<file path="config.mk">
export PLATFORM = sky130hd
export DESIGN_NAME = sbsr_top
export DESIGN_NICKNAME = d
export VERILOG_FILES = /design/src/design/sbsr_pkg.sv /design/src/design/sbsr_top.sv
export SDC_FILE = /design/constraint.sdc
export NUM_CORES = 1
export LEC_CHECK = 0
export BUFFER_PORTS_ARGS = -buffer_cell sky130_fd_sc_hd__buf_4
export CAP_MARGIN = 0
export CORE_UTILIZATION = 49
export CTS_CLUSTER_DIAMETER = 150
export CTS_CLUSTER_SIZE = 12
export DETAILED_ROUTE_END_ITERATION = 6
export GPL_TIMING_DRIVEN = 0
export PLACE_DENSITY = 0.89
export SYNTH_ARGS = -nofsm -noshare
export SYNTH_HDL_FRONTEND = slang
export SYNTH_SLANG_ARGS = --single-unit
</file>
<file path="constraint.sdc">
create_clock -name SYS_CLK -period 3.3 [get_ports SYS_CLK]
set_input_delay 0 -clock SYS_CLK [delete_from_list [all_inputs] [get_ports SYS_CLK]]
set_output_delay 0 -clock SYS_CLK [all_outputs]
set_load 0.005 [all_outputs]
</file>
<file path="src/design/sbsr_pkg.sv">
// constants and carriers of the status reporting block
// assumes a command parser and output queue on the same clock
package sbsr_pkg;
   // =====================================================
   // summary byte bit positions
   localparam int SB_QUES = 3;
   localparam int SB_MSG  = 4;
   localparam int SB_EVT  = 5;
   localparam int SB_RQS  = 6;
   localparam logic [7:0] SB_USED   = 8'h78;
   localparam logic [7:0] SB_SRCMSK = 8'h38;
   // =====================================================
   // common event latch bit positions
   localparam int EV_OPC = 0;
   localparam int EV_QRY = 2;
   localparam int EV_DEV = 3;
   localparam int EV_EXE = 4;
   localparam int EV_CMD = 5;
   localparam int EV_PON = 7;
   localparam logic [7:0] EV_USED = 8'hBD;
   // =====================================================
   // questionable event bit positions
   localparam int QU_VOLT = 0;
   localparam int QU_CURR = 1;
   localparam int QU_OHM  = 9;
   localparam int QU_LO   = 11;
   localparam int QU_HI   = 12;
   localparam logic [15:0] QU_USED = 16'h1A03;
   // =====================================================
   // reset values
   localparam logic [7:0]  BYTE_ZERO = 8'h00;
   localparam logic [15:0] WORD_ZERO = 16'h0000;
   // =====================================================
   // carriers
   typedef struct packed {
      logic        clear_status;
      logic        event_query;
      logic        ques_query;
      logic        summary_query;
      logic        serial_poll;
      logic        sre_write;
      logic        ese_write;
      logic        ques_en_write;
      logic        ques_preset;
      logic [15:0] value;
   } sbsr_cmd_t;
   typedef struct packed {
      logic opc_done;
      logic query_err;
      logic device_err;
      logic exec_err;
      logic cmd_err;
      logic ovld_volt;
      logic ovld_curr;
      logic ovld_ohm;
      logic limit_lo;
      logic limit_hi;
   } sbsr_evt_t;
   typedef struct packed {
      logic        valid;
      logic [15:0] data;
   } sbsr_resp_t;
endpackage : sbsr_pkg

</file>
<file path="src/design/sbsr_top.sv">
// status summary byte, common event latch, questionable latch and service request
// assumes commands and events arrive as one-cycle pulses on SYS_CLK from the parser,
// and that the parser delivers commands in received order

// Contract
// - message pending sets summary bit 4 immediately
// - summary bits follow sources, never latched
// - clearing event register clears its summary
// - message bit clears when queue empty
// - bit 3 is OR of enabled questionable
// - bit 5 is OR of enabled events
// - enable mask picks summaries driving bit 6
// - bit 6 rising asserts service request
// - poll or cause read clears request
// - poll returns byte, clears only bit 6
// - summary query keeps bit 6 intact
// - summary query waits for prior commands
// - operation complete sets event bit 0
// - query errors set event bit 2
// - device errors set event bit 3
// - execution bit 4, syntax bit 5
// - power cycle sets event bit 7
// - overload reports bit 3 and questionable
// - event bits latch until cleared
module sbsr_top (
   // clock and reset
   input  wire logic               SYS_CLK,
   input  wire logic               RST,
   // commands and events from the parser
   input  wire sbsr_pkg::sbsr_cmd_t CMD,
   input  wire sbsr_pkg::sbsr_evt_t EVT,
   input  wire logic               EXEC_IDLE,
   input  wire logic               OUTPUT_MESSAGE_PENDING,
   // stored power-on settings
   input  wire logic               PSC_STORED,
   input  wire logic [7:0]         SRE_STORED,
   input  wire logic [7:0]         ESE_STORED,
   // bus side
   output logic                    SRQ_REQ,
   output logic                    POLL_VALID,
   output logic [7:0]              POLL_DATA,
   output sbsr_pkg::sbsr_resp_t    RESP,
   // register views
   output logic [7:0]              SERVICE_SUMMARY_BYTE,
   output logic [7:0]              COMMON_EVENT_LATCH,
   output logic [15:0]             QUES_EVENT,
   output logic [7:0]              SRE_MASK,
   output logic [7:0]              ESE_MASK,
   output logic [15:0]             QUES_MASK
);
   // =====================================================
   // state
   logic        pwr_init_r;
   logic [7:0]  cev_r, cev_nxt;
   logic [15:0] qev_r, qev_nxt;
   logic [7:0]  sre_r, sre_nxt;
   logic [7:0]  ese_r, ese_nxt;
   logic [15:0] qen_r, qen_nxt;
   logic        rqs_r, rqs_nxt;
   logic        mss_prev_r;
   logic [7:0]  cause_r, cause_nxt;
   logic        sq_pend_r, sq_pend_nxt;
   logic [7:0]  sum_byte_r;
   logic        poll_valid_r;
   logic [7:0]  poll_data_r;
   sbsr_pkg::sbsr_resp_t resp_r, resp_nxt;

   // =====================================================
   // event latches
   logic [7:0]  cev_set;
   logic [15:0] qev_set;
   logic        cev_clr;
   logic        qev_clr;

   assign cev_set[sbsr_pkg::EV_OPC] = EVT.opc_done;
   assign cev_set[sbsr_pkg::EV_QRY] = EVT.query_err;
   assign cev_set[sbsr_pkg::EV_DEV] = EVT.device_err | EVT.ovld_volt | EVT.ovld_curr | EVT.ovld_ohm;
   assign cev_set[sbsr_pkg::EV_EXE] = EVT.exec_err;
   assign cev_set[sbsr_pkg::EV_CMD] = EVT.cmd_err;
   assign cev_set[sbsr_pkg::EV_PON] = pwr_init_r;
   assign cev_set[1] = 1'b0;
   assign cev_set[6] = 1'b0;

   // overload also lands in questionable latch
   always_comb begin
      qev_set                   = sbsr_pkg::WORD_ZERO;
      qev_set[sbsr_pkg::QU_VOLT] = EVT.ovld_volt;
      qev_set[sbsr_pkg::QU_CURR] = EVT.ovld_curr;
      qev_set[sbsr_pkg::QU_OHM]  = EVT.ovld_ohm;
      qev_set[sbsr_pkg::QU_LO]   = EVT.limit_lo;
      qev_set[sbsr_pkg::QU_HI]   = EVT.limit_hi;
   end

   // clear-status or the latch's own query (event or questionable) empties it
   assign cev_clr = CMD.clear_status | CMD.event_query;
   assign qev_clr = CMD.clear_status | CMD.ques_query;
   // set-only latch; a set in the clear cycle survives
   assign cev_nxt = ((cev_clr ? sbsr_pkg::BYTE_ZERO : cev_r) | cev_set) & sbsr_pkg::EV_USED;
   assign qev_nxt = ((qev_clr ? sbsr_pkg::WORD_ZERO : qev_r) | qev_set) & sbsr_pkg::QU_USED;

   // =====================================================
   // enable masks
   // zero write or power-on with clear setting empties mask
   assign sre_nxt = pwr_init_r    ? (PSC_STORED ? sbsr_pkg::BYTE_ZERO : SRE_STORED) :
                    CMD.sre_write ? CMD.value[7:0] : sre_r;
   assign ese_nxt = pwr_init_r    ? (PSC_STORED ? sbsr_pkg::BYTE_ZERO : ESE_STORED) :
                    CMD.ese_write ? CMD.value[7:0] : ese_r;
   // questionable mask is not retained over power-on, preset empties it
   assign qen_nxt = CMD.ques_preset   ? sbsr_pkg::WORD_ZERO :
                    CMD.ques_en_write ? CMD.value : qen_r;

   // =====================================================
   // summary byte
   logic [7:0] sum_src;
   logic [7:0] sum_full;
   logic [7:0] mss_src;
   logic       mss;

   // summaries are plain functions of their sources
   always_comb begin
      sum_src = sbsr_pkg::BYTE_ZERO;
      sum_src[sbsr_pkg::SB_QUES] = |(qev_r & qen_r);
      sum_src[sbsr_pkg::SB_MSG]  = OUTPUT_MESSAGE_PENDING;
      // enabled event bits, drop with the latch
      sum_src[sbsr_pkg::SB_EVT]  = |(cev_r & ese_r);
   end

   assign sum_full = (sum_src | (rqs_r ? (8'h01 << sbsr_pkg::SB_RQS) : sbsr_pkg::BYTE_ZERO)) & sbsr_pkg::SB_USED;

   // mask selects which summaries request service
   assign mss_src = sum_src & sre_r & sbsr_pkg::SB_SRCMSK;
   assign mss     = |mss_src;

   // =====================================================
   // service request
   logic rqs_set;
   logic rqs_clr;

   assign rqs_set = mss & ~mss_prev_r;
   // poll, or reading the latch that caused it
   assign rqs_clr = CMD.serial_poll |
                    (cev_clr & cause_r[sbsr_pkg::SB_EVT]) |
                    (qev_clr & cause_r[sbsr_pkg::SB_QUES]);
   // only the request bit is cleared; set wins over clear
   assign rqs_nxt   = rqs_set | (rqs_r & ~rqs_clr);
   assign cause_nxt = rqs_set ? mss_src : (rqs_nxt ? cause_r : sbsr_pkg::BYTE_ZERO);

   // =====================================================
   // query answers
   logic sq_go;

   // summary query waits until earlier commands are done
   assign sq_go       = sq_pend_r & EXEC_IDLE & ~CMD.event_query & ~CMD.ques_query;
   assign sq_pend_nxt = CMD.summary_query | (sq_pend_r & ~sq_go);

   // summary query reports bit 6 without clearing it
   always_comb begin
      resp_nxt.valid = CMD.event_query | CMD.ques_query | sq_go;
      resp_nxt.data  = sbsr_pkg::WORD_ZERO;
      if (CMD.event_query) begin
         resp_nxt.data = {8'h00, cev_r};
      end else if (CMD.ques_query) begin
         resp_nxt.data = qev_r;
      end else if (sq_go) begin
         resp_nxt.data = {8'h00, sum_full};
      end
   end

   // =====================================================
   // registers
   always_ff @(posedge SYS_CLK or posedge RST) begin
      if (RST) begin
         pwr_init_r <= 1'b1;
         cev_r      <= sbsr_pkg::BYTE_ZERO;
         qev_r      <= sbsr_pkg::WORD_ZERO;
         sre_r      <= sbsr_pkg::BYTE_ZERO;
         ese_r      <= sbsr_pkg::BYTE_ZERO;
         qen_r      <= sbsr_pkg::WORD_ZERO;
      end else begin
         pwr_init_r <= 1'b0;
         cev_r      <= cev_nxt;
         qev_r      <= qev_nxt;
         sre_r      <= sre_nxt;
         ese_r      <= ese_nxt;
         qen_r      <= qen_nxt;
      end
   end

   always_ff @(posedge SYS_CLK or posedge RST) begin
      if (RST) begin
         rqs_r      <= 1'b0;
         mss_prev_r <= 1'b0;
         cause_r    <= sbsr_pkg::BYTE_ZERO;
         sq_pend_r  <= 1'b0;
      end else begin
         rqs_r      <= rqs_nxt;
         mss_prev_r <= mss;
         cause_r    <= cause_nxt;
         sq_pend_r  <= sq_pend_nxt;
      end
   end

   // serial poll is answered by the bus side at once, no command ordering
   always_ff @(posedge SYS_CLK or posedge RST) begin
      if (RST) begin
         sum_byte_r   <= sbsr_pkg::BYTE_ZERO;
         poll_valid_r <= 1'b0;
         poll_data_r  <= sbsr_pkg::BYTE_ZERO;
         resp_r       <= '0;
      end else begin
         sum_byte_r   <= sum_full;
         poll_valid_r <= CMD.serial_poll;
         poll_data_r  <= CMD.serial_poll ? sum_full : poll_data_r;
         resp_r       <= resp_nxt;
      end
   end

   // =====================================================
   // outputs
   assign SRQ_REQ              = rqs_r;
   assign POLL_VALID           = poll_valid_r;
   assign POLL_DATA            = poll_data_r;
   assign RESP                 = resp_r;
   assign SERVICE_SUMMARY_BYTE = sum_byte_r;
   assign COMMON_EVENT_LATCH   = cev_r;
   assign QUES_EVENT           = qev_r;
   assign SRE_MASK             = sre_r;
   assign ESE_MASK             = ese_r;
   assign QUES_MASK            = qen_r;
endmodule : sbsr_top

</file>
# --- Word-level counts from Yosys, hierarchy flattened ---
# Index checks and enable logic that the tools add are counted.
totals:
  register_bits: 79
  elab_cells: 68
  output_inout_bits: 91
  input_bits: 56
classes:
  reduce_logical: 6
  n_bitwise: 30
  eq_ne: 1
  n_mux: 16
op_table:
  columns: ["operator", "n"]
  rows:
  - ["$mux W16", 4]
  - ["$mux W8", 7]
  - ["$and A13 B16 Y16", 1]
  - ["$reduce_or A16 Y1", 1]
  - ["$mux W7", 2]
  - ["$mux W13", 1]
  - ["$or A13 B13 Y13", 1]
  - ["$mux W6", 2]
  - ["$or A1 B1 Y1", 11]
  - ["$and A1 B1 Y1", 8]
  - ["$and A8 B8 Y8", 1]
  - ["$or A8 B8 Y8", 1]
  - ["$reduce_or A8 Y1", 1]
  - ["$or A6 B7 Y7", 1]
  - ["$and A6 B6 Y6", 1]
  - ["$reduce_bool A2 Y1", 3]
  - ["$not A1 Y1", 5]
  - ["$reduce_or A3 Y1", 1]
  - ["$ne A2 B1 Y1 const B", 1]

# --- Logic depth before layout (Yosys ltp) ---
# Gate-level depths: netlist of run 1.
depth:
  depth_word: 9
  depth_mapped: 5
  mapped_depth_nobuf: 4

# --- Worst setup path after synthesis of run 1 ---
# Ideal clock, no wire load.
synth_path:
  kind: "flip-flop to flip-flop"
  from: "reg qev_r[11], in the netlist QUES_EVENT[11]"
  to: "reg rqs_r, in the netlist SRQ_REQ"
  arrival_ps: 1271
  path_buffers: 0
  t_required_ps: 3180
  setup_time_ps: 120
  setup_slack_ps: 1910
  synth_period_minus_slack_ps: 1390
  path_stages_with_launch: 5
  cell_sequence: "dfrtp_1 -> a222oi_1 -> a21bo_1 -> a31oi_1 -> a31o_1"
synth_via:
  elab_chain_len: 6
synth_rtl:
  columns: ["item", "line_no", "rtl"]
  rows:
  - ["from (decl)", "sbsr_top.sv:55", "logic [15:0] qev_r, qev_nxt;"]
  - ["from (signal assigned)", "sbsr_top.sv:175", "qev_r <= sbsr_pkg::WORD_ZERO;"]
  - ["from (signal assigned)", "sbsr_top.sv:182", "qev_r <= qev_nxt;"]
  - ["$and A13 B16 Y16", "sbsr_top.sv:122", "sum_src[sbsr_pkg::SB_QUES] = |(qev_r & qen_r);"]
  - ["$reduce_or A16 Y1", "sbsr_top.sv:122", null]
  - ["$and A6 B6 Y6", "sbsr_top.sv:131", "assign mss_src = sum_src & sre_r & sbsr_pkg::SB_SRCMSK;"]
  - ["$reduce_or A3 Y1", "sbsr_top.sv:132", "assign mss = |mss_src;"]
  - ["$and A1 B1 Y1", "sbsr_top.sv:139", "assign rqs_set = mss & ~mss_prev_r;"]
  - ["$or A1 B1 Y1", "sbsr_top.sv:145", "assign rqs_nxt = rqs_set | (rqs_r & ~rqs_clr);"]
  - ["net rqs_nxt", "sbsr_top.sv:59", "logic rqs_r, rqs_nxt;"]
  - ["to (signal assigned)", "sbsr_top.sv:196", "rqs_r <= rqs_nxt;"]
  - ["to (decl)", "sbsr_top.sv:59", null]
# The timed path passes the listed nets, and every way through them passes these cells.
# A chain may end at the register's enable or synchronous reset.

# --- Worst setup path after layout of run 1 ---
layout_path:
  from: "reg pwr_init_r"
  to: "reg ese_r[1], in the netlist ESE_MASK[1]"
layout_via:
  elab_chain_len: 1
  elab_cells_between_ends: 2
  classes_between: "1 x mux; 1 x reduce/logical"
layout_rtl:
  columns: ["item", "line_no", "rtl"]
  rows:
  - ["from (decl)", "sbsr_top.sv:53", "logic pwr_init_r;"]
  - ["from (signal assigned)", "sbsr_top.sv:173", "pwr_init_r <= 1'b1;"]
  - ["from (signal assigned)", "sbsr_top.sv:180", "pwr_init_r <= 1'b0;"]
  - ["$mux W8 / $reduce_bool A2 Y1 (equally long branches)", null, null]
  - ["to (signal assigned)", "sbsr_top.sv:177", "ese_r <= sbsr_pkg::BYTE_ZERO;"]
  - ["to (signal assigned)", "sbsr_top.sv:184", "ese_r <= ese_nxt;"]
  - ["to (decl)", "sbsr_top.sv:57", "logic [7:0] ese_r, ese_nxt;"]
# Parallel ways exist; a longest one is shown, timed or not.

==> flow_metrics.py, run 1 <==
metrics = {
    "run_status": {
        "status": "completed",
    },
    "floorplanning": {
        "die_y_um": 79.45,
        "rows": 27,
        "fp.dieArea_um2": 6312,
        "initial_core_util_pct": 52.10,
        "pin_count": 147,
        "die_x_um": 79.45,
        "core_um2": 5642,
    },
    "finish": {
        "num_antenna_cells": 0,
        "drive_above_1_share_pct": 35.55,
        "layout_commonest_cell": "buf_4",
        "layout.nets": 532,
        "syn2layout_area_growth_pct": 65.56,
        "fin_cells": 553,
        "mostFrequentLayoutCells": "buf_4, dfrtp_1, dlygate4sd3_1, mux2i_1, conb_1",
        "final_area_um2": 4866,
    },
    "detailed_routing": {
        "dr.pass1.iters": 4,
        "via_count": 2726,
        "drt_wl_total_um": 8783,
        "drc_errors": 0,
        "final_antenna_net_count": 0,
        "drtIter0Drc": 122,
        "wl_per_cell_um": 15.88,
        "drt-vias-per-instance": 4.929,
    },
    "timing": {
        "rsz0062_at_grt": "false",
        "final_max_slew_viol_count": 0,
        "slew_headroom_pct": 59.98,
        "setup_viol_count_final": 0,
        "fin_skew_ns": 0.008466,
        "post-route-min-period_ns": 2.238,
        "fmax_ghz": 0.4469,
        "min_period_over_period_pct": 67.81,
        "hold_viol_final": 0,
        "worst-slew-pin-transition_ns": 0.5994,
        "final.setup.tns_ns": 0,
    },
    "job": {
        "cap_violations": 0,
    },
    "synthesis": {
        "ys_warn_count": 0,
        "netlist_instances": 254,
        "ys_seq_area_share_pct": 59.64,
        "async_flop_share_pct": 100.0,
        "synth.avg_cell_area_um2": 11.57,
        "synthDistinctLibCells": 33,
        "synth_ff_type": "dfrtp_1",
        "synth_edf_count": 0,
        "ys_ff_latch": 70,
        "synth_area_um2": 2939,
    },
    "clocking": {
        "cts_tree": "done",
        "numCtsBuffers": 9,
        "h-tree-depth": 3,
        "postCtsSetupRepairBufs": 0,
        "clock_latency_ns": 0.34,
        "clockRootBuffer": "clkbuf_8",
        "clock_sinks": 70,
        "cts_buffer_depth": 2,
        "clk_pin_slew_worst_paths_ns": 0.07,
    },
    "grt": {
        "grt_pass1_vias": 2857,
        "antenna_found_initial": 0,
        "grt_usage_pct": 29.38,
        "grt.overflow.total": 0,
        "grt_first_pass_wirelength_um": 13620,
        "grt_max_degree": 43,
    },
    "placement": {
        "post_dp_cell_area_um2": 4018,
        "dpl.hpwl_um": 5542,
        "port_buffers": 116,
        "place.gp.congestion": 0.7679,
        "dp.cells": 469,
    },
    "worst_setup_path": {
        "cpPeakStageDelay_ns": 0.58,
        "start_kind": "register",
        "cp.required_ns": 3.57,
        "end_kind": "register",
        "cp_common_cell": "buf_2",
        "worstPathArrival_ns": 2.51,
        "path_class": "reg -> reg",
        "path_buf_inv": 3,
        "path_max_fanout": 10,
        "cp_top_family": "buffers and inverters",
        "cp_cell_sequence": "buf_2 > nor2b_1 > buf_2 > nand2_1 > o21ai_0 > dlygate4sd3_1",
        "cp_slowest_cell": "dlygate4sd3_1",
    },
    "hold_path": {
        "worst_hold_path_type": "in -> reg",
    },
    "power_and_ir_drop": {
        "leakagePower_nw": 2.542,
        "ir_drop_mv": 0.3107,
        "power_density_nw_per_um2": 413.8,
    },
}
-- per-stage QoR --
| stage | power (mW) | setup slack, ns | util, % | hold slack, ns |
|---|---|---|---|---|
| floorplan | 1.141 | 1.533 | - | 0.03143 |
| global placement | 1.326 | 0.8170 | 70.86 | 0.1534 |
| detailed placement | 1.342 | 1.719 | 71.21 | 0.1104 |
| CTS | 2.007 | 1.206 | 86.25 | 0.007320 |
| global route | 2.103 | 0.9476 | 86.25 | 0.02114 |
| finish | 2.013 | 1.062 | 86.25 | 0.01827 |
-- flip-flops by register name, indices dropped and copies added, names as in the netlist, 2 cells and up --
name                  cells
ESE_MASK                  8
RESP                     12
QUES_MASK                16
POLL_DATA                 4
COMMON_EVENT_LATCH        6
SRE_MASK                  8
cause_r                   2
SERVICE_SUMMARY_BYTE      4
QUES_EVENT                5
-- final timing paths --
check	to	cells past startpoint	slack [ns]	start
worst min register to register	SERVICE_SUMMARY_BYTE[6]$_DFF_PP0_	0	0.47	SRQ_REQ$_DFF_PP0_
min in group asynchronous	RESP[16]$_DFF_PP0_	3	0.29	RST
max in group asynchronous	pwr_init_r$_DFF_PP1_	4	2.32	RST
worst min-delay path	RESP[1]$_DFF_PP0_	3	0.02	CMD[23]
worst max register to register	ESE_MASK[1]$_DFFE_PP0P_	6	1.06	pwr_init_r$_DFF_PP1_
worst max-delay path	ESE_MASK[1]$_DFFE_PP0P_	6	1.06	pwr_init_r$_DFF_PP1_
-- worst min-delay path, stage by stage --
cell and delay [ns]:
buf_4 0.10, nor2b_1 0.07, and2_1 0.15
-- cell type report --
cell class,instances,area (um^2)
Inverter,2,7.507
Buffer,36,240.2
Timing Repair Buffer,185,1572
Clock buffer,12,145.1
Tap cell,72,90.09
Fill cell,302,775.7
Sequential cell,70,1753
Multi-Input combinational cell,172,1036
Clock inverter,4,22.52
-- cell usage after synthesis (all sizes together) (3+ instances only) --
cell    number  area share [%]
dfrtp       69              59
buf         32             7.6
mux2i       32              11
nand2       26             3.3
nor2        21             2.7
o21ai       20             3.4
a21o        11             2.9
and2         7             1.5
a22oi        4             1.0
clkbuf       4            0.55
mux2         3             1.1
nor2b        3            0.64
-- report_power, final --
group          internal (mW)  leakage (nW)  total (mW)  switching [mW]
sequential             0.930         0.864       0.980          0.0502
clock                  0.290        0.0861       0.603           0.313
combinational          0.260          1.59       0.430           0.170
-- logic make-up after synthesis --
group / Yosys count / share of synthesized area [%]
mux: 35 / 12.05
compound gates: 46 / 10.17
simple gates: 64 / 9.579
flops: 70 / 59.64
buf+inv: 38 / 8.429
other cells: 1 / 0.1276
-- routing by layer --
metal	vias to the layer above	share of wire [%]	track usage (%)
li1	1264	-	-
met2	129	53	53.25
met1	1311	38	32.62
met5	-	0	0
met4	0	2.9	12.73
met3	22	6.2	6.743
-- repair_timing --
action | 4_1_cts | 5_1_grt
endpoints found under the hold margin | 81 | 0
hold buffers | 68 | 0
resized for setup | 0 | 0
No activity file was read; power rests on OpenSTA's default activity.
==> run 2, diff against run 1 <==
--- a/config.mk
+++ b/config.mk
@@ -5,14 +5,15 @@
 export SDC_FILE = /design/constraint.sdc
 export NUM_CORES = 1
 export LEC_CHECK = 0
+export ABC_AREA = 1
 export BUFFER_PORTS_ARGS = -buffer_cell sky130_fd_sc_hd__buf_4
 export CAP_MARGIN = 0
-export CORE_UTILIZATION = 49
+export CORE_UTILIZATION = 46
 export CTS_CLUSTER_DIAMETER = 150
 export CTS_CLUSTER_SIZE = 12
 export DETAILED_ROUTE_END_ITERATION = 6
 export GPL_TIMING_DRIVEN = 0
-export PLACE_DENSITY = 0.89
+export PLACE_DENSITY = 0.83
 export SYNTH_ARGS = -nofsm -noshare
 export SYNTH_HDL_FRONTEND = slang
 export SYNTH_SLANG_ARGS = --single-unit
==> constraint.sdc (replaced) <==
create_clock -name SYS_CLK -period 2.1 [get_ports SYS_CLK]
set_input_delay 0 -clock SYS_CLK [delete_from_list [all_inputs] [get_ports SYS_CLK]]
set_output_delay 0 -clock SYS_CLK [all_outputs]
set_load 0.005 [all_outputs]
==> run 2 against run 1 <==
  * Critical endpoint is now COMMON_EVENT_LATCH[3]$_DFF_PP0_
  * Setup slack lost 0.84 ns
  * Largest cell class is now flip-flops and latches
  * Clock skew down 0.0034 ns
  * Register-to-register slack got worse by 0.56 ns
  * The run now ends with design-rule violations left
  * Flip-flop and latch count stayed put
  * Clock-buffer cell count shrank 1
==> flow_metrics.py, run 2 <==
metrics = {
    "run_status": {
        "status": "complete, but fails checks",
        "violations": "design-rule violations",
    },
    "worst_setup_path": {
        "cpPeakStageDelay_ns": 0.60,
        "reg2reg_depth": 7,
        "end_kind": "register",
        "worstPathArrival_ns": 2.11,
        "start_kind": "input pin",
        "cp.required_ns": 2.33,
        "timing.rr.end": "ESE_MASK[7]$_DFFE_PP0P_",
        "rrSetupSlack_ns": 0.50,
        "r2r-start": "pwr_init_r$_DFF_PP1_",
        "path_max_fanout": 2,
        "cp_common_cell": "dlygate4sd3_1",
        "cp_cell_sequence": "dlygate4sd3_1 > buf_4 > nor3_1 > dlygate4sd3_1 > nand3_1 > dlygate4sd3_1",
        "path_class": "in -> reg",
        "cp_slowest_cell": "dlygate4sd3_1",
    },
    "finish": {
        "drive_above_1_share_pct": 37.25,
        "largest_reg_flops": 16,
        "syn2layout_area_growth_pct": 50.50,
        "num_antenna_cells": 0,
        "mostFrequentLayoutCells": "buf_4, dfrtp_1, inv_1, nand2_1, dlygate4sd3_1",
        "final_area_um2": 4713,
        "layout_commonest_cell": "buf_4",
        "layout.nets": 554,
        "fin_cells": 579,
    },
    "detailed_routing": {
        "drt-met1-wl_um": 3396,
        "drc_errors": 9,
        "met2WireLength_um": 4365,
        "final_antenna_net_count": 0,
        "drt_wl_total_um": 8648,
        "wl_per_cell_um": 14.94,
        "wl_met3_um": 660,
        "dr.pass1.iters": 7,
        "drt-vias-per-instance": 4.791,
        "via_count": 2774,
        "drtIter0Drc": 114,
        "route.top_layer_used": "met4",
    },
    "clocking": {
        "cts_buffer_depth": 2,
        "numCtsBuffers": 9,
        "clk_pin_slew_worst_paths_ns": 0.07,
        "clock_latency_ns": 0.34,
        "clock_sinks": 70,
        "h-tree-depth": 3,
        "postCtsSetupRepairBufs": 0,
        "ctsResizeCount": 0,
        "cts_tree": "done",
        "clockRootBuffer": "clkbuf_8",
    },
    "floorplanning": {
        "core_um2": 6459,
        "initial_core_util_pct": 48.49,
        "die_y_um": 84.51,
        "die_x_um": 84.51,
        "rows": 29,
        "fp.dieArea_um2": 7142,
        "pin_count": 147,
    },
    "synthesis": {
        "async_flop_share_pct": 100.0,
        "synthTopCellsByCount": "dfrtp_1, inv_1, nand2_1, buf_4, nand3_1",
        "synthTopCellsByArea": "dfrtp_1, buf_4, inv_1",
        "ys_seq_area_share_pct": 55.97,
        "synth_edf_count": 0,
        "post-synth-top-count-cell": "dfrtp_1",
        "synth.avg_cell_area_um2": 10.04,
        "synth_ff_type": "dfrtp_1",
        "netlist_instances": 312,
        "synth_top_area_cell": "dfrtp_1",
        "ys_ff_latch": 70,
        "synthDistinctLibCells": 28,
        "synth_area_um2": 3132,
        "yosysTopAreaCellShare_pct": 55.13,
        "ys_warn_count": 0,
    },
    "timing": {
        "rsz0062_at_grt": "false",
        "min_period_over_period_pct": 89.47,
        "final_max_slew_viol_count": 0,
        "fin_skew_ns": 0.005092,
        "final.setup.tns_ns": 0,
        "holdWs_ns": 0.02487,
        "hold_viol_final": 0,
        "post-route-min-period_ns": 1.879,
        "slew_headroom_pct": 44.32,
        "setup_viol_count_final": 0,
        "fmax_ghz": 0.5322,
        "worst-slew-pin-transition_ns": 0.8352,
    },
    "hold_path": {
        "hold_path_end": "QUES_MASK[6]$_DFFE_PP0P_",
        "worst_hold_path_type": "in -> reg",
        "hold_start": "CMD[6]",
        "hold_depth": 3,
    },
    "power_and_ir_drop": {
        "ir_drop_mv": 0.4035,
        "switching_share_pct": 26.36,
        "power_density_nw_per_um2": 689.9,
        "seq_power_share_pct": 47.3,
        "power_frac_clock_pct": 32.6,
        "leakagePower_nw": 2.475,
        "p_comb_share_pct": 20.1,
        "p_int_mw": 2.395,
        "power.switching_uw": 857.1,
    },
    "grt": {
        "grt.overflow.total": 0,
        "grt_usage_pct": 24.96,
        "antenna_found_initial": 0,
        "grt_pass1_vias": 2757,
        "grt_first_pass_wirelength_um": 13700,
        "grt_max_degree": 71,
    },
    "placement": {
        "dpl.hpwl_um": 5958,
        "dp.cells": 533,
        "post_dp_cell_area_um2": 4214,
        "place.gp.congestion": 0.8191,
        "port_buffers": 118,
    },
    "job": {
        "cap_violations": 0,
    },
}
## run 2: how the worst max path moves through the flow
stage	from	end	slack [ns]	cells past startpoint
floorplan	RST	COMMON_EVENT_LATCH[0]$_DFF_PP0_	0.33	1
global placement	RST	POLL_VALID$_DFF_PP0_	-0.44	2
detailed placement	pwr_init_r$_DFF_PP1_	ESE_MASK[7]$_DFFE_PP0P_	0.53	7
CTS	EVT[7]	COMMON_EVENT_LATCH[3]$_DFF_PP0_	0.33	6
global route	EVT[4]	COMMON_EVENT_LATCH[3]$_DFF_PP0_	0.17	6
finish	EVT[4]	COMMON_EVENT_LATCH[3]$_DFF_PP0_	0.22	6
## run 2: area by class of cell
cell class / count / area, um^2
multi-input combinational: 164 / 947.2
tap: 77 / 96.34
inverter: 65 / 246.5
clock inverter: 4 / 47.55
sequential: 70 / 1753
fill: 466 / 1745
buffer: 39 / 285.3
clock buffer: 11 / 141.4
timing repair buffer: 149 / 1196
## run 2: power by group through the flow
stage / Sequential (mW) / Combinational, mW / Clock (mW)
floorplan: 1.56 / 0.282 / 0
global placement: 1.56 / 0.579 / 0
detailed placement: 1.56 / 0.599 / 0
CTS: 1.54 / 0.648 / 1.07
global route: 1.55 / 0.713 / 1.15
finish: 1.54 / 0.653 / 1.06
## run 2: cell families (layout without fill, tap and decap cells)
kind of cell	after synthesis	after routing	synth area share (%)
and+or+nand+nor	68	68	9.628
buffers and inverters	104	268	16.90
AOI/OAI and AO/OA	68	68	17.02
DFF	70	70	55.97
other	1	27	0.1197
muxes	1	1	0.3595
## run 2: repair_timing
| action | in CTS | in global routing |
|---|---|---|
| endpoints found under the hold margin | 102 | 0 |
| setup endpoints to repair | 0 | 0 |
| hold buffers | 31 | 0 |
## run 2: stage by stage
stage          worst slack [ns]  util (%)  power, mW
2_1_floorplan            0.3334         -      1.840
3_3_place_gp            -0.4412     65.21      2.137
3_5_place_dp             0.5265     65.25      2.162
4_1_cts                  0.3294     72.98      3.259
5_1_grt                  0.1673     72.98      3.413
6_report                 0.2210     72.98      3.252
## run 2: routing by layer
layer	up-vias	global-route usage, %
li1	1320	-
met1	1306	29.24
met5	-	0
met3	20	7.276
met2	128	43.46
met4	0	9.399
## run 2: worst max-delay path, delay by kind of cell
family                 cells  cell delay (ns)
buffers and inverters      4             1.86
AND/OR/NAND/NOR            2             0.25
==> run 3, diff against run 2 <==
--- a/config.mk
+++ b/config.mk
@@ -5,15 +5,15 @@
 export SDC_FILE = /design/constraint.sdc
 export NUM_CORES = 1
 export LEC_CHECK = 0
-export ABC_AREA = 1
 export BUFFER_PORTS_ARGS = -buffer_cell sky130_fd_sc_hd__buf_4
-export CAP_MARGIN = 0
-export CORE_UTILIZATION = 46
+export CAP_MARGIN = 10
+export CORE_UTILIZATION = 45
 export CTS_CLUSTER_DIAMETER = 150
 export CTS_CLUSTER_SIZE = 12
 export DETAILED_ROUTE_END_ITERATION = 6
 export GPL_TIMING_DRIVEN = 0
 export PLACE_DENSITY = 0.83
+export REMOVE_ABC_BUFFERS = 1
 export SYNTH_ARGS = -nofsm -noshare
 export SYNTH_HDL_FRONTEND = slang
 export SYNTH_SLANG_ARGS = --single-unit
==> run 3 against run 2 <==
  * The run now ends clean
  * Via count fell by 6.7%
  * Final cell count fell by 8.5%
  * Wire length fell by 2.3%
  * Clock skew fell by 0.00052 ns
  * Die area fell by 4.0%
  * Register-to-register slack got worse by 0.44 ns
  * Clock power rose by 19%
  * Fmax fell by 7.9%
  * Global-route usage barely moved
  * Setup slack got worse by 0.16 ns
==> flow_metrics.py, run 3 (synthesized netlist as in run 1, its figures left out) <==
metrics = {
    "run_status": {
        "status": "completed",
    },
    "placement": {
        "place_ws_ns": 0.1173,
        "dpl.hpwl_um": 5014,
        "post_dp_cell_area_um2": 3796,
        "port_buffers": 120,
        "place.gp.congestion": 0.7620,
    },
    "finish": {
        "drive_above_1_share_pct": 32.67,
        "largest_reg_flops": 16,
        "final_area_um2": 4757,
        "final_core_util_pct": 75.35,
        "layout_commonest_cell": "buf_4",
        "num_antenna_cells": 0,
        "syn2layout_area_growth_pct": 61.86,
        "layout.nets": 504,
        "mostFrequentLayoutCells": "buf_4, dfrtp_1, dlygate4sd3_1, mux2i_1, conb_1",
    },
    "timing": {
        "timing.final.ws_setup_ns": 0.06058,
        "final_max_slew_viol_count": 0,
        "fmax_ghz": 0.4903,
        "fin_skew_ns": 0.004567,
        "min_period_over_period_pct": 97.12,
        "worst-slew-pin-transition_ns": 0.8638,
        "rsz0062_at_grt": "false",
        "post-route-min-period_ns": 2.039,
        "setup_viol_count_final": 0,
        "hold_viol_final": 0,
        "slew_headroom_pct": 42.42,
    },
    "power_and_ir_drop": {
        "leakagePower_nw": 2.446,
        "power_density_nw_per_um2": 720.5,
        "ir_drop_mv": 0.5273,
    },
    "grt": {
        "grt.overflow.total": 0,
        "grt_max_degree": 71,
        "grt_pass1_vias": 2708,
        "grt_first_pass_wirelength_um": 13460,
        "antenna_found_initial": 0,
        "grt_usage_pct": 24.92,
    },
    "hold_path": {
        "worst_hold_path_type": "in -> reg",
    },
    "worst_setup_path": {
        "start_kind": "register",
        "path_class": "reg -> reg",
        "end_kind": "register",
        "path_max_fanout": 11,
        "worstPathArrival_ns": 2.31,
        "cp.required_ns": 2.37,
    },
    "clocking": {
        "clock_sinks": 70,
        "clockRootBuffer": "clkbuf_8",
        "h-tree-depth": 3,
        "cts_tree": "done",
        "numCtsBuffers": 9,
        "clock_latency_ns": 0.34,
        "clk_pin_slew_worst_paths_ns": 0.07,
        "cts_buffer_depth": 2,
    },
    "floorplanning": {
        "core_um2": 6314,
        "die_x_um": 82.82,
        "pin_count": 147,
        "die_y_um": 82.82,
        "fp.dieArea_um2": 6858,
        "initial_core_util_pct": 46.55,
        "rows": 29,
    },
    "detailed_routing": {
        "drt_wl_total_um": 8450,
        "drtIter0Drc": 115,
        "dr.pass1.iters": 4,
        "wl_per_cell_um": 15.94,
        "via_count": 2589,
        "drc_errors": 0,
        "drt-vias-per-instance": 4.885,
        "final_antenna_net_count": 0,
    },
    "job": {
        "cap_violations": 0,
    },
}
[run 3: cell count changes in the layout (fill, tap and decap cells not counted), sizes merged, moves of 15 or more]
cell	before	now
o221ai	15	0
mux2i	0	32
inv	56	2
o21a	15	0
nand3	17	2
buf	155	124
dlygate4sd3	31	69
[run 3: worst paths after layout]
path                                      start                                end  slack (ns)  cells after the start
max                        pwr_init_r$_DFF_PP1_            ESE_MASK[6]$_DFFE_PP0P_        0.06                      4
min                                     CMD[24]    COMMON_EVENT_LATCH[3]$_DFF_PP0_        0.06                      4
max reg2reg                pwr_init_r$_DFF_PP1_            ESE_MASK[6]$_DFFE_PP0P_        0.06                      4
min reg2reg                   SRQ_REQ$_DFF_PP0_  SERVICE_SUMMARY_BYTE[6]$_DFF_PP0_        0.45                      0
max in group asynchronous                   RST            ESE_MASK[6]$_DFFE_PP0P_        1.14                      3
min in group asynchronous                   RST                  RESP[9]$_DFF_PP0_        0.39                      3
[run 3: where the power goes]
| part | internal, mW | switching (mW) | total (mW) |
|---|---|---|---|
| Combinational | 0.371 | 0.249 | 0.620 |
| Clock | 0.766 | 0.495 | 1.26 |
| Sequential | 1.46 | 0.0843 | 1.55 |
[run 3: stage by stage]
step	power, mW	std cells	setup TNS, ns	hold slack [ns]
after floorplan	1.737	244	0	0.03143
after global placement	2.049	441	-32.63	0.1421
after detailed placement	2.069	441	0	0.1429
after CTS	3.418	526	0	0.03694
after global routing	3.578	530	0	0.07145
final	3.428	530	0	0.05785
[run 3: repair_timing]
item                       in CTS  in global routing
setup endpoints to repair       0                 16
hold endpoints to repair      126                  0
buffers inserted                0                  4
resized for setup               0                  2
hold buffers                   69                  0
[run 3: critical path: stages (launching register included)]
cell and delay, ns:
dfstp_4 0.69, nand3b_1 0.08, dlygate4sd3_1 0.55, o21ai_0 0.07, dlygate4sd3_1 0.58
[run 3: cell type report]
type / count / area, um^2
clock buffer: 13 / 168.9
sequential: 70 / 1757
timing repair buffer: 193 / 1622
tap: 77 / 96.34
fill: 427 / 1556
inverter: 2 / 10.01
clock inverter: 3 / 65.06
multi-input combinational: 172 / 1039
[run 3: metal layers]
metal  up-vias  GRT usage [%]  wire length [um]
li1       1202              -                 -
met4         0          9.091               142
met5         -              0                 0
met3        14          5.467               476
met2        99          45.83              4491
met1      1274          28.18              3339
